--- config.mk ---
export PLATFORM = sky130hd
export DESIGN_NAME = sep_core
export DESIGN_NICKNAME = d
export VERILOG_FILES = /design/src/core/sep_pkg.sv /design/src/core/sep_core.sv /design/src/core/sep_sync.sv
export SDC_FILE = /design/constraint.sdc
export NUM_CORES = 1
export LEC_CHECK = 0
export ABC_AREA = 1
export BUFFER_PORTS_ARGS = -buffer_cell sky130_fd_sc_hd__buf_2
export CAP_MARGIN = 10
export CELL_PAD_IN_SITES_DETAIL_PLACEMENT = 2
export CELL_PAD_IN_SITES_GLOBAL_PLACEMENT = 2
export CORE_ASPECT_RATIO = 1.2
export CORE_MARGIN = 2
export CORE_UTILIZATION = 36
export DETAILED_ROUTE_END_ITERATION = 10
export PLACE_DENSITY_LB_ADDON = 0.15
export SYNTH_ARGS = -nofsm -noshare
export SYNTH_HDL_FRONTEND = slang
export SYNTH_SLANG_ARGS = --single-unit
--- constraint.sdc ---
create_clock -name clk -period 5.2 [get_ports clk]
set_input_delay 1.04 -clock clk [delete_from_list [all_inputs] [get_ports clk]]
set_output_delay 1.04 -clock clk [all_outputs]
set_load 0.01 [all_outputs]
--- src/core/sep_pkg.sv ---
// constants and types for the serial eeprom command and protection block
// Behaviour
// (RL1) guard pin low with arm bit set blocks changes to guard and arm bits
// (RL2) pause pin low freezes the serial sequence; it resumes where it stopped
// (RL3) master changes the pause pin only while the serial clock is low
// (RL4) pause pin tied high means normal operation
// (RL5) status byte is 8 bits; writable only if latch set, no hw guard
// (RL6) bit 0 is busy; while busy only status read is accepted
// (RL7) bit 1 is the write-enable latch; zero blocks changes; zero at reset
// (RL8) bits 2 and 3 are block guards, kept nonvolatile, reset to zero
// (RL9) bits 4 to 6 are not stored and read zero except while busy
// (RL10) arm bit cannot go from 1 to 0 while guard pin is low
// (RL11) during an internal write all status bits read as 1
// (RL12) master rereads status after ready first drops
// (RL13) master may wait 5 ms after a write instead of polling
// (RL14) guard bits pick none, top quarter, upper half or whole array
// (RL15) guarded block read-only; rest needs latch; status also no hw guard
// (RL16) opcode is first 8 bits on rising edges, msb first; out on fall
// (RL17) master raises chip select after the last bit to start the operation
// (RL18) opcodes: latch set x110, clear x100, status read x101, write x001
// (RL19) array opcodes take opcode bit 3 as the ninth address bit
// (RL20) id page opcodes: address bit 7 picks page data or lock access
// (RL21) master sends only valid opcodes with don't-care bits zero; the bench also sends bit 3 set (0x0c, 0x0d, 0x0e)
// (RL22) power up disabled; clear latch after clear, status or array write
// (RL23) chip select rising mid-opcode drops the command without effect
package sep_pkg;
    localparam logic [2:0] SEP_LOW_SET = 3'h6;
    localparam logic [2:0] SEP_LOW_CLR = 3'h4;
    localparam logic [2:0] SEP_LOW_RDS = 3'h5;
    localparam logic [2:0] SEP_LOW_WRS = 3'h1;
    localparam logic [2:0] SEP_LOW_RD = 3'h3;
    localparam logic [2:0] SEP_LOW_WR = 3'h2;
    localparam logic [3:0] SEP_HI_ARRAY = 4'h0;
    localparam logic [3:0] SEP_HI_IDPAGE = 4'h8;
    localparam int SEP_BIT_BUSY = 0;
    localparam int SEP_BIT_LATCH = 1;
    localparam int SEP_BIT_GLO = 2;
    localparam int SEP_BIT_GHI = 3;
    localparam int SEP_BIT_ARM = 7;
    localparam int SEP_ADDR_HALF_BIT = 3;
    localparam int SEP_ID_SEL_BIT = 7;
    localparam logic [8:0] SEP_QTR_BASE = 9'h180;
    localparam logic [8:0] SEP_HALF_BASE = 9'h100;
    localparam logic [1:0] SEP_GUARD_RESET = 2'h0;
    localparam logic SEP_ARM_RESET = 1'b0;
    localparam logic [7:0] SEP_STATUS_BUSY = 8'hff;
    localparam logic [3:0] SEP_OP_BITS = 4'h8;
    localparam logic [4:0] SEP_ADDR_DONE = 5'h10;
    localparam logic [4:0] SEP_DATA_DONE = 5'h18;
    localparam int SEP_CLK_NS = 50;
    localparam int SEP_WRITE_US = 4000;
    localparam int SEP_WRITE_CYC = (SEP_WRITE_US * 1000) / SEP_CLK_NS;

    typedef enum logic [2:0] {
        SEP_IDLE = 3'b000,
        SEP_OPCODE = 3'b001,
        SEP_ADDR = 3'b010,
        SEP_DATA = 3'b011,
        SEP_RDOUT = 3'b100,
        SEP_SKIP = 3'b101
    } sep_state_type;

    typedef enum logic [2:0] {
        SEP_C_NONE = 3'b000,
        SEP_C_SET = 3'b001,
        SEP_C_CLR = 3'b010,
        SEP_C_RDS = 3'b011,
        SEP_C_WRS = 3'b100,
        SEP_C_RD = 3'b101,
        SEP_C_WR = 3'b110,
        SEP_C_ID = 3'b111
    } sep_cmd_type;

    // (RL14) guarded range, shared by the write path and its check
    function automatic logic sep_in_guard(input logic [1:0] g,
                                          input logic [8:0] a);
        case (g)
            2'b00: sep_in_guard = 1'b0;
            2'b01: sep_in_guard = (a >= SEP_QTR_BASE);
            2'b10: sep_in_guard = (a >= SEP_HALF_BASE);
            default: sep_in_guard = 1'b1;
        endcase
    endfunction : sep_in_guard
endpackage : sep_pkg

--- src/core/sep_core.sv ---
// serial eeprom command decoder, status byte and write protection
`timescale 1ns/1ps
module sep_core
    import sep_pkg::*;
#(
    parameter int WRITE_CYC = SEP_WRITE_CYC
) (
    // clock and reset
    input wire logic clk,
    input wire logic rst,
    // serial pins
    input wire logic cs_n,
    input wire logic sck,
    input wire logic si,
    input wire logic guard_n,
    input wire logic pause_n,
    output logic so,
    output logic so_oe_n,
    // array side
    output logic arr_wr,
    output logic [8:0] arr_addr,
    output logic [7:0] arr_wdata,
    output logic arr_rd,
    input wire logic [7:0] arr_rdata,
    // decoded id page access
    output logic id_req,
    output logic id_lock_sel,
    output logic [3:0] id_index,
    // status view
    output logic [7:0] status
);
    typedef struct packed {
        sep_state_type st;
        sep_cmd_type cmd;
        logic [4:0] cnt;
        logic [7:0] sh;
        logic [8:0] addr;
        logic [7:0] wdata;
        logic [7:0] obyte;
        logic latch;
        logic [1:0] guard;
        logic arm;
        logic busy;
        logic [31:0] wcnt;
        logic [1:0] pend_guard;
        logic pend_arm;
        logic pend_st;
        logic so;
        logic oe_n;
        logic arr_wr;
        logic arr_rd;
        logic id_req;
        logic id_lock;
        logic [3:0] id_idx;
    } sep_core_type;
    sep_core_type r;
    sep_core_type next_r;

    logic cs_lvl, cs_rise, cs_fall;
    logic sck_lvl, sck_rise, sck_fall;
    logic si_lvl, gd_lvl, ps_lvl;
    logic hw_guard;
    logic [7:0] shifted;
    logic [7:0] stat_view;

    sep_sync u_cs (.clk(clk), .rst(rst), .pin(cs_n), .rst_val(1'b1),
        .level(cs_lvl), .rise(cs_rise), .fall(cs_fall));
    sep_sync u_sck (.clk(clk), .rst(rst), .pin(sck), .rst_val(1'b0),
        .level(sck_lvl), .rise(sck_rise), .fall(sck_fall));
    sep_sync u_si (.clk(clk), .rst(rst), .pin(si), .rst_val(1'b0),
        .level(si_lvl), .rise(), .fall());
    sep_sync u_gd (.clk(clk), .rst(rst), .pin(guard_n), .rst_val(1'b1),
        .level(gd_lvl), .rise(), .fall());
    sep_sync u_ps (.clk(clk), .rst(rst), .pin(pause_n), .rst_val(1'b1),
        .level(ps_lvl), .rise(), .fall());

    // (RL1) hardware guard mode
    assign hw_guard = ~gd_lvl & r.arm;
    assign shifted = {r.sh[6:0], si_lvl};

    always_comb begin
        // (RL9) unstored bits read zero when idle
        stat_view = 8'h00;
        stat_view[SEP_BIT_LATCH] = r.latch;
        stat_view[SEP_BIT_GLO] = r.guard[0];
        stat_view[SEP_BIT_GHI] = r.guard[1];
        stat_view[SEP_BIT_ARM] = r.arm;
        // (RL11) all ones while writing
        if (r.busy) begin
            stat_view = SEP_STATUS_BUSY;
        end
    end

    always_comb begin
        next_r = r;
        next_r.arr_wr = 1'b0;
        next_r.arr_rd = 1'b0;
        next_r.id_req = 1'b0;
        // self-timed write cycle
        if (r.busy) begin
            if (r.wcnt == 32'(WRITE_CYC - 1)) begin
                next_r.busy = 1'b0;
                next_r.wcnt = '0;
                // values change only when the cycle completes
                if (r.pend_st) begin
                    next_r.guard = r.pend_guard;
                    next_r.arm = r.pend_arm;
                    next_r.pend_st = 1'b0;
                end
            end else begin
                next_r.wcnt = r.wcnt + 32'd1;
            end
        end
        if (cs_rise) begin
            // (RL23) partial opcode dropped unchanged
            case (r.cmd)
                SEP_C_WRS: begin
                    // (RL5) status write accepted only when unguarded
                    // full data byte has already moved the decoder to skip
                    if (r.st == SEP_SKIP && r.cnt == SEP_DATA_DONE[4:0] - 5'd8
                        && r.latch && !hw_guard && !r.busy) begin
                        next_r.busy = 1'b1;
                        next_r.pend_st = 1'b1;
                        next_r.pend_guard = {r.wdata[SEP_BIT_GHI],
                                             r.wdata[SEP_BIT_GLO]};
                        // (RL10) arm cannot drop while pin low
                        next_r.pend_arm = (r.arm & ~gd_lvl)
                            | r.wdata[SEP_BIT_ARM];
                        // (RL22) latch cleared after status write
                        next_r.latch = 1'b0;
                    end
                end
                SEP_C_WR: begin
                    // (RL15) array write needs latch, outside guard
                    if (r.st == SEP_DATA && r.latch && !r.busy
                        && !sep_in_guard(r.guard, r.addr)) begin
                        next_r.arr_wr = 1'b1;
                        next_r.busy = 1'b1;
                        // (RL22) latch cleared after array write
                        next_r.latch = 1'b0;
                    end
                end
                default: begin
                end
            endcase
            next_r.st = SEP_IDLE;
            next_r.cmd = SEP_C_NONE;
            next_r.cnt = '0;
            next_r.oe_n = 1'b1;
            next_r.so = 1'b0;
        end else if (cs_fall) begin
            next_r.st = SEP_OPCODE;
            next_r.cnt = '0;
        end else if (!cs_lvl && ps_lvl) begin
            // (RL2) pause freezes state; (RL4) high pin runs normally
            if (sck_rise && r.st != SEP_IDLE && r.st != SEP_SKIP) begin
                // (RL16) msb first on rising edge
                next_r.sh = shifted;
                next_r.cnt = r.cnt + 5'd1;
                if (r.st == SEP_OPCODE && r.cnt == 5'(SEP_OP_BITS - 4'd1)) begin
                    next_r.st = SEP_SKIP;
                    // (RL6) busy accepts only status read
                    if (shifted[2:0] == SEP_LOW_RDS
                        && shifted[7:4] == SEP_HI_ARRAY) begin
                        next_r.cmd = SEP_C_RDS;
                        next_r.st = SEP_RDOUT;
                        next_r.obyte = stat_view;
                    end else if (!r.busy) begin
                        // (RL18) opcode decode
                        if (shifted[7:4] == SEP_HI_ARRAY) begin
                            case (shifted[2:0])
                                SEP_LOW_SET: begin
                                    // (RL22) latch set
                                    next_r.latch = 1'b1;
                                end
                                SEP_LOW_CLR: begin
                                    // (RL22) latch cleared
                                    next_r.latch = 1'b0;
                                end
                                SEP_LOW_WRS: begin
                                    next_r.cmd = SEP_C_WRS;
                                    next_r.st = SEP_DATA;
                                end
                                SEP_LOW_RD, SEP_LOW_WR: begin
                                    next_r.cmd = (shifted[2:0] == SEP_LOW_RD)
                                        ? SEP_C_RD : SEP_C_WR;
                                    next_r.st = SEP_ADDR;
                                    // (RL19) ninth address bit
                                    next_r.addr[8] =
                                        shifted[SEP_ADDR_HALF_BIT];
                                end
                                default: begin
                                end
                            endcase
                        end else if (shifted[7:4] == SEP_HI_IDPAGE
                                     && shifted[2:1] == SEP_LOW_RD[2:1]) begin
                            next_r.cmd = SEP_C_ID;
                            next_r.st = SEP_ADDR;
                        end
                    end
                end else if (r.st == SEP_ADDR
                             && r.cnt == SEP_ADDR_DONE - 5'd1) begin
                    next_r.addr[7:0] = shifted;
                    if (r.cmd == SEP_C_ID) begin
                        // (RL20) bit 7 picks lock access or page index
                        next_r.id_req = 1'b1;
                        next_r.id_lock = shifted[SEP_ID_SEL_BIT];
                        next_r.id_idx = shifted[3:0];
                        next_r.st = SEP_SKIP;
                    end else if (r.cmd == SEP_C_RD) begin
                        next_r.arr_rd = 1'b1;
                        next_r.st = SEP_RDOUT;
                        next_r.obyte = arr_rdata;
                    end else begin
                        next_r.st = SEP_DATA;
                    end
                end else if (r.st == SEP_DATA && r.cnt[2:0] == 3'd7) begin
                    // last byte kept; status write counts first byte only
                    next_r.wdata = shifted;
                    if (r.cmd == SEP_C_WRS) begin
                        next_r.st = SEP_SKIP;
                    end
                end else if (r.st == SEP_RDOUT && r.cnt[2:0] == 3'd7) begin
                    // status repeats; array reads advance with rollover
                    if (r.cmd == SEP_C_RDS) begin
                        next_r.obyte = stat_view;
                    end else begin
                        next_r.addr = r.addr + 9'd1;
                        next_r.arr_rd = 1'b1;
                        next_r.obyte = arr_rdata;
                    end
                end
            end
            // (RL16) shift out on falling edge
            if (sck_fall && r.st == SEP_RDOUT) begin
                next_r.oe_n = 1'b0;
                next_r.so = r.obyte[3'd7 - r.cnt[2:0]];
            end
        end
    end

    always_ff @(posedge clk) begin
        if (rst) begin
            r <= '0;
            r.st <= SEP_IDLE;
            r.cmd <= SEP_C_NONE;
            r.oe_n <= 1'b1;
            // (RL7) latch zero at power up; (RL8) guards shipped zero
            r.latch <= 1'b0;
            r.guard <= SEP_GUARD_RESET;
            r.arm <= SEP_ARM_RESET;
        end else begin
            r <= next_r;
        end
    end

    assign so = r.so;
    assign so_oe_n = r.oe_n;
    assign arr_wr = r.arr_wr;
    assign arr_rd = r.arr_rd;
    assign arr_addr = r.addr;
    assign arr_wdata = r.wdata;
    assign id_req = r.id_req;
    assign id_lock_sel = r.id_lock;
    assign id_index = r.id_idx;
    assign status = stat_view;

    // (RL14) (RL15) guarded array never written
    property p_guard_wr;
        @(posedge clk) disable iff (rst)
        arr_wr |-> !sep_in_guard(r.guard, arr_addr);
    endproperty
    a_guard_wr: assert property (p_guard_wr) // RL15
        else $error("guarded write");

    property p_wr_latch;
        @(posedge clk) disable iff (rst)
        arr_wr |-> $past(r.latch) && !r.latch;
    endproperty
    a_wr_latch: assert property (p_wr_latch) // RL22
        else $error("latch on write");

    property p_hw_guard;
        @(posedge clk) disable iff (rst)
        (cs_rise && hw_guard) |=> !r.pend_st || $past(r.pend_st);
    endproperty
    a_hw_guard: assert property (p_hw_guard) // RL1
        else $error("hw guard");

    property p_arm_hold;
        @(posedge clk) disable iff (rst)
        ($past(r.arm) && !r.arm) |-> $past(gd_lvl, 1) || $past(gd_lvl, 2);
    endproperty
    a_arm_hold: assert property (p_arm_hold) // RL10
        else $error("arm dropped");

    property p_busy_view;
        @(posedge clk) disable iff (rst)
        r.busy |-> status == SEP_STATUS_BUSY;
    endproperty
    a_busy_view: assert property (p_busy_view) // RL11
        else $error("busy view");

    property p_idle_bits;
        @(posedge clk) disable iff (rst)
        !r.busy |-> status[6:4] == 3'b000 && status[0] == 1'b0;
    endproperty
    a_idle_bits: assert property (p_idle_bits) // RL9
        else $error("idle bits");

    property p_pause;
        @(posedge clk) disable iff (rst)
        (!ps_lvl && !cs_lvl && !cs_rise && !cs_fall) |=> $stable(r.cnt);
    endproperty
    a_pause: assert property (p_pause) // RL2
        else $error("pause moved");

    property p_st_latch;
        @(posedge clk) disable iff (rst)
        $rose(r.pend_st) |-> $past(r.latch) && !r.latch;
    endproperty
    a_st_latch: assert property (p_st_latch) // RL5
        else $error("status write without latch");

    property p_busy_end;
        @(posedge clk) disable iff (rst)
        $rose(r.busy) |-> r.busy [*8];
    endproperty
    a_busy_end: assert property (p_busy_end) // RL6
        else $error("busy short");
endmodule : sep_core

--- src/core/sep_sync.sv ---
// two flop synchroniser with edge detect for the serial pins
`timescale 1ns/1ps
module sep_sync
    import sep_pkg::*;
(
    // clock and reset
    input wire logic clk,
    input wire logic rst,
    // pin in
    input wire logic pin,
    input wire logic rst_val,
    // synced level and edges
    output logic level,
    output logic rise,
    output logic fall
);
    typedef struct packed {
        logic s1;
        logic s2;
        logic s3;
    } sep_sync_type;
    sep_sync_type r;
    sep_sync_type next_r;

    always_comb begin
        next_r = r;
        next_r.s1 = pin;
        next_r.s2 = r.s1;
        next_r.s3 = r.s2;
    end

    // reset value is a constant per instance, fed from a tie
    always_ff @(posedge clk) begin
        if (rst) begin
            r <= '{s1: rst_val, s2: rst_val, s3: rst_val};
        end else begin
            r <= next_r;
        end
    end

    assign level = r.s2;
    assign rise = r.s2 & ~r.s3;
    assign fall = ~r.s2 & r.s3;
endmodule : sep_sync

=== Word level (Yosys, flattened, before mapping) ===
Cells that the tools add are included.

* Flip-flop bits (word level): 107

* Eq/ne operators: 47
* Add/subtract/negate cells: 4
* Order comparisons: 3
* Bitwise operators: 18
* Reduce and logical (&&, ||, !) cells: 59
* Mux-type cells: 73

{| class="wikitable"
|+ Operators by type and width
! kind !! count
|-
| $mux W8 || 12
|-
| $mux W43 || 2
|-
| $mux W1 || 34
|-
| $mux W33 || 1
|-
| $add A32 B1 Y32 const B || 1
|-
| $eq A32 B17 Y1 const B || 1
|-
| $mux W32 || 1
|-
| $eq A3 B3 Y1 const B || 10
|-
| $mux W6 || 5
|-
| $mux W9 || 3
|-
| $mux W3 || 7
|-
| $reduce_and A7 Y1 || 3
|-
| $ge A9 B9 Y1 const B || 2
|-
| $ne A2 B2 Y1 const B || 9
|-
| $reduce_bool A3 Y1 || 6
|-
| $logic_and A1 B1 Y1 || 17
|-
| $mux W16 || 1
|-
| $reduce_bool A2 Y1 || 8
|-
| $eq A3 B2 Y1 const B || 5
|-
| $ne A3 B3 Y1 const B || 5
|-
| $not A1 Y1 || 12
|-
| $pmux W6 S2 || 1
|-
| $reduce_and A12 Y1 || 1
|-
| $reduce_and A4 Y1 || 3
|-
| other kinds (34) || 54
|}

=== Logic depth before layout (Yosys ltp) ===
* Word-level depth: 11
* Gate-level depth with buffers: 15
* Gate-level depth less buffers: 14

=== Cells and area by module ===
Synthesis repeated with hierarchy kept, for this count alone.

* Cell total of the unflattened synthesis: 934
* Area total of the unflattened synthesis: 5999.5 µm²

{| class="wikitable"
|+ Modules (own cells, without submodules)
! module !! times used !! cells an instance !! area each (µm²)
|-
| sep_core || 1 || 859 || 5461.5
|-
| sep_sync || 5 || 15 || 107.6
|}

=== Worst setup path after synthesis ===
No wires, ideal clock.

* Path kind: register to output
* From: reg r[46] in the netlist's numbering
* To: out status[2]
* Data arrival time: 900 ps
* Data required time: 4160 ps
* Cell stages (with the launch flop): 3
* Setup slack: 3260 ps
* Path through: dfxtp_1 > clkbuf_1 > or2_2

* Longest elaborated chain between the ends: 1

{| class="wikitable"
|+ Ends and longest elaborated chain
! item !! RTL line !! text
|-
| start, declared || sep_core.sv:56 || <nowiki>sep_core_type r;</nowiki>
|-
| start signal, assigned || sep_core.sv:253 || <nowiki>r <= next_r;</nowiki>
|-
| $mux W8 || sep_core.sv:89 || <nowiki>if (r.busy) begin</nowiki>
|-
| end, declared || sep_core.sv:30 || <nowiki>output logic [7:0] status</nowiki>
|}

Every way passes these cells.

=== Final worst setup path ===
* From: reg r[46] in the netlist's numbering
* To: out status[1]

Same word-level chain as after synthesis.

==> impl_metrics.sql <==
INSERT INTO impl_metrics (metric_group, metric, value, unit) VALUES
('status', 'run_status', 'completed', ''),
('power', 'power_switching_share', '23.01', '%'),
('yosys', 'post-synth-top-area-fraction', '35.02', '%'),
('clock_tree', 'cts.sinks', '106', ''),
('setup_path', 'worst_setup_path_end_kind', 'primary output', ''),
('timing', 'timing.final.max_slew_violations', '0', ''),
('floorplan', 'die_area', '0.01789', 'sq mm'),
('clock_tree', 'cts.clk_slew.worst_paths', '0.07', 'ns'),
('detailed_routing', 'drc_violations_left', '0', ''),
('timing', 'max_freq', '0.3467', 'GHz'),
('floorplan', 'design.core.area', '0.01634', 'sq mm'),
('setup_path', 'worst-r2r-setup-slack', '2.66', 'ns'),
('setup_path', 'crit_cells', '3', ''),
('timing', 'setup_violation_total_in_the_final_timing_report', '0', ''),
('finish', 'finalNonFillerCells', '1175', ''),
('place', 'placed_cells_incl_taps', '1159', ''),
('yosys', 'synth_enable_flop_cells', '0', ''),
('yosys', 'leading_post_synthesis_cells_by_instance_count', '215 x sky130_fd_sc_hd__nand2_1, 167 x sky130_fd_sc_hd__nor2_1, 119 x sky130_fd_sc_hd__inv_1, 106 x sky130_fd_sc_hd__dfxtp_1, 72 x sky130_fd_sc_hd__nand3_1', ''),
('clock_tree', 'root_buffer', 'sky130_fd_sc_hd__clkbuf_16', ''),
('yosys', 'synth.yosys.seq_area_share', '35.02', '%'),
('timing', 'finalCritPeriodShare', '55.47', '%'),
('power', 'p_leak', '0.002952', 'uW'),
('power', 'pwr_density_cell', '238.2', 'mW/mm^2'),
('yosys', 'yosys_most_used_dff', 'sky130_fd_sc_hd__dfxtp_1', ''),
('setup_path', 'timing.critical_path.slowest_cell_delay', '0.74', 'ns'),
('yosys', 'synth-warning-count', '0', ''),
('setup_path', 'worst-endpoint-required', '4.16', 'ns'),
('detailed_routing', 'drt_iter0_markers', '218', ''),
('timing', 'worst_slew_pin_slew', '0.8625', 'ns'),
('timing', 'period_needed', '2.885', 'ns'),
('setup_path', 'timing.critical_path.cells', 'inv_1 -> nand2_1 -> buf_2', ''),
('clock_tree', 'insertion_delay', '0.36', 'ns'),
('detailed_routing', 'drt_wl_total', '20.75', 'mm'),
('setup_path', 'timing.critical_path.arrival', '1.84', 'ns'),
('yosys', 'async_reset_ff_share', '0', '%'),
('place', 'gpl.final_weighted_congestion', '0.8309', ''),
('hold_path', 'hold_depth', '1', ''),
('place', 'hpwl', '15.83', 'mm'),
('clock_tree', 'cts_max_level', '3', ''),
('run', 'max_cap_viol_count', '0', ''),
('clock_tree', 'tritoncts', 'done', ''),
('power', 'vdd_ir_drop_max', '0.1286', 'mV'),
('yosys', 'post_synthesis_sequential_element_count', '106', ''),
('power', 'power.share.clock', '44.5', '%'),
('finish', 'nets', '982', ''),
('floorplan', 'floorplan.die.height', '146.1', 'microns'),
('setup_path', 'path_class', 'flop to primary output', ''),
('setup_path', 'timing.critical_path.slowest_stage_cell', 'sky130_fd_sc_hd__dfxtp_1', ''),
('setup_path', 'cp_max_fo', '16', ''),
('clock_tree', 'cts_inserted_buffers', '9', ''),
('detailed_routing', 'ant_nets', '0', ''),
('setup_path', 'reg2regPathDepth', '13', ''),
('grt', 'number_of_global_route_vias_before_repair', '6571', ''),
('finish', 'n_antenna_cell', '0', ''),
('detailed_routing', 'initial_drt_pass_iterations', '4', ''),
('timing', 'unrepaired_setup_endpoints_after_global_routing', 'false', ''),
('floorplan', 'design.portCount', '50', ''),
('grt', 'global_route.overflow_total', '0', ''),
('detailed_routing', 'via_count', '6001', ''),
('power', 'power_switching', '360.7', 'uW'),
('yosys', 'cell_area_after_technology_mapping', '0.006060', 'sq mm'),
('floorplan', 'initial_utilization', '37.09', '%'),
('setup_path', 'crit_family', 'flip-flops', ''),
('grt', 'grt_util_all_layers', '24.18', '%'),
('yosys', 'synth.area.top_cells', 'sky130_fd_sc_hd__dfxtp_1 35%, sky130_fd_sc_hd__nand2_1 13%, sky130_fd_sc_hd__nor2_1 10%', ''),
('clock_tree', 'clock_tree.buffer_depth', '2', ''),
('power', 'power_report.internal_total', '1207', 'uW'),
('detailed_routing', 'vias_per_cell', '5.107', ''),
('clock_tree', 'cts_resized', '0', ''),
('yosys', 'synth.avg_cell_area', '6.446', 'sq um'),
('yosys', 'syn_nets', '964', '');
-- power by group through the flow --
stage	sequential, uW	combinational, uW	clock, uW
detailed placement	839	50.3	0
floorplan	836	33.1	0
CTS	819	50.8	714
global route	820	56.2	751
finish	819	49.9	698
global placement	838	49.0	0
-- routing by layer --
layer	wire length (microns)	GRT usage, %	share of wire (%)
met3	299	2.930	1.4
met5	0	0	0
met4	479	8.218	2.3
met2	11440	46.19	55
met1	8527	26.94	41
-- cell usage in the layout (no fill, tap or decap), drive strengths merged --
master,n
xnor2,2
ha,9
buf,52
nand3b,4
dfxtp,106
clkinvlp,1
nand4,23
xor2,8
a211oi,3
a21oi,46
nand3,77
o21bai,2
a21o,1
bufinv,1
clkbuf,12
a31oi,2
and2,1
or2,10
clkinv,2
nor3,17
o21ai,51
nor4,4
inv,124
nor2,180
and3,1
nand2,224
-- state kept, by name, indices dropped and copies added, names as in the netlist, 4 cells and up --
name,cells
r,67
arr_addr,9
arr_wdata,8
id_index,4
-- cells by family after synthesis --
logic type | count (synthesis) | synth area share [%]
AOI/OAI and AO/OA | 105 | 9.023
and+or+nand+nor | 541 | 40.00
DFF | 106 | 35.02
xor gates and xnor gates | 10 | 1.445
adders and majority gates | 9 | 1.858
buffers and inverters | 169 | 12.66
-- layout make-up --
cell class	instances	area, sq um
sequential	106	2122
timing repair buffer	52	267.8
inverter	124	467.9
multi-input combinational	665	3171
tap	212	265.3
clock buffer	12	236.5
clock inverter	4	51.30
fill	2101	9754
-- final timing paths --
path                  to      startpoint
max            status[1]           r[46]
min           u_cs.level  u_cs.next_r[1]
max reg2reg  arr_addr[7]           r[84]
min reg2reg   u_cs.level  u_cs.next_r[1]
-- metrics by stage --
stage	total power [uW]	hold WS [ns]	setup slack, ns	instance area [sq um]
finish	1568	0.4217	2.315	6581
global route	1627	0.4419	2.133	6581
CTS	1585	0.4284	2.229	6581
detailed placement	888.9	0.4107	2.460	6294
global placement	887.1	0.3942	2.552	6294
floorplan	869.5	0.3883	3.260	6060
No activity file was read; power rests on OpenSTA's default activity.
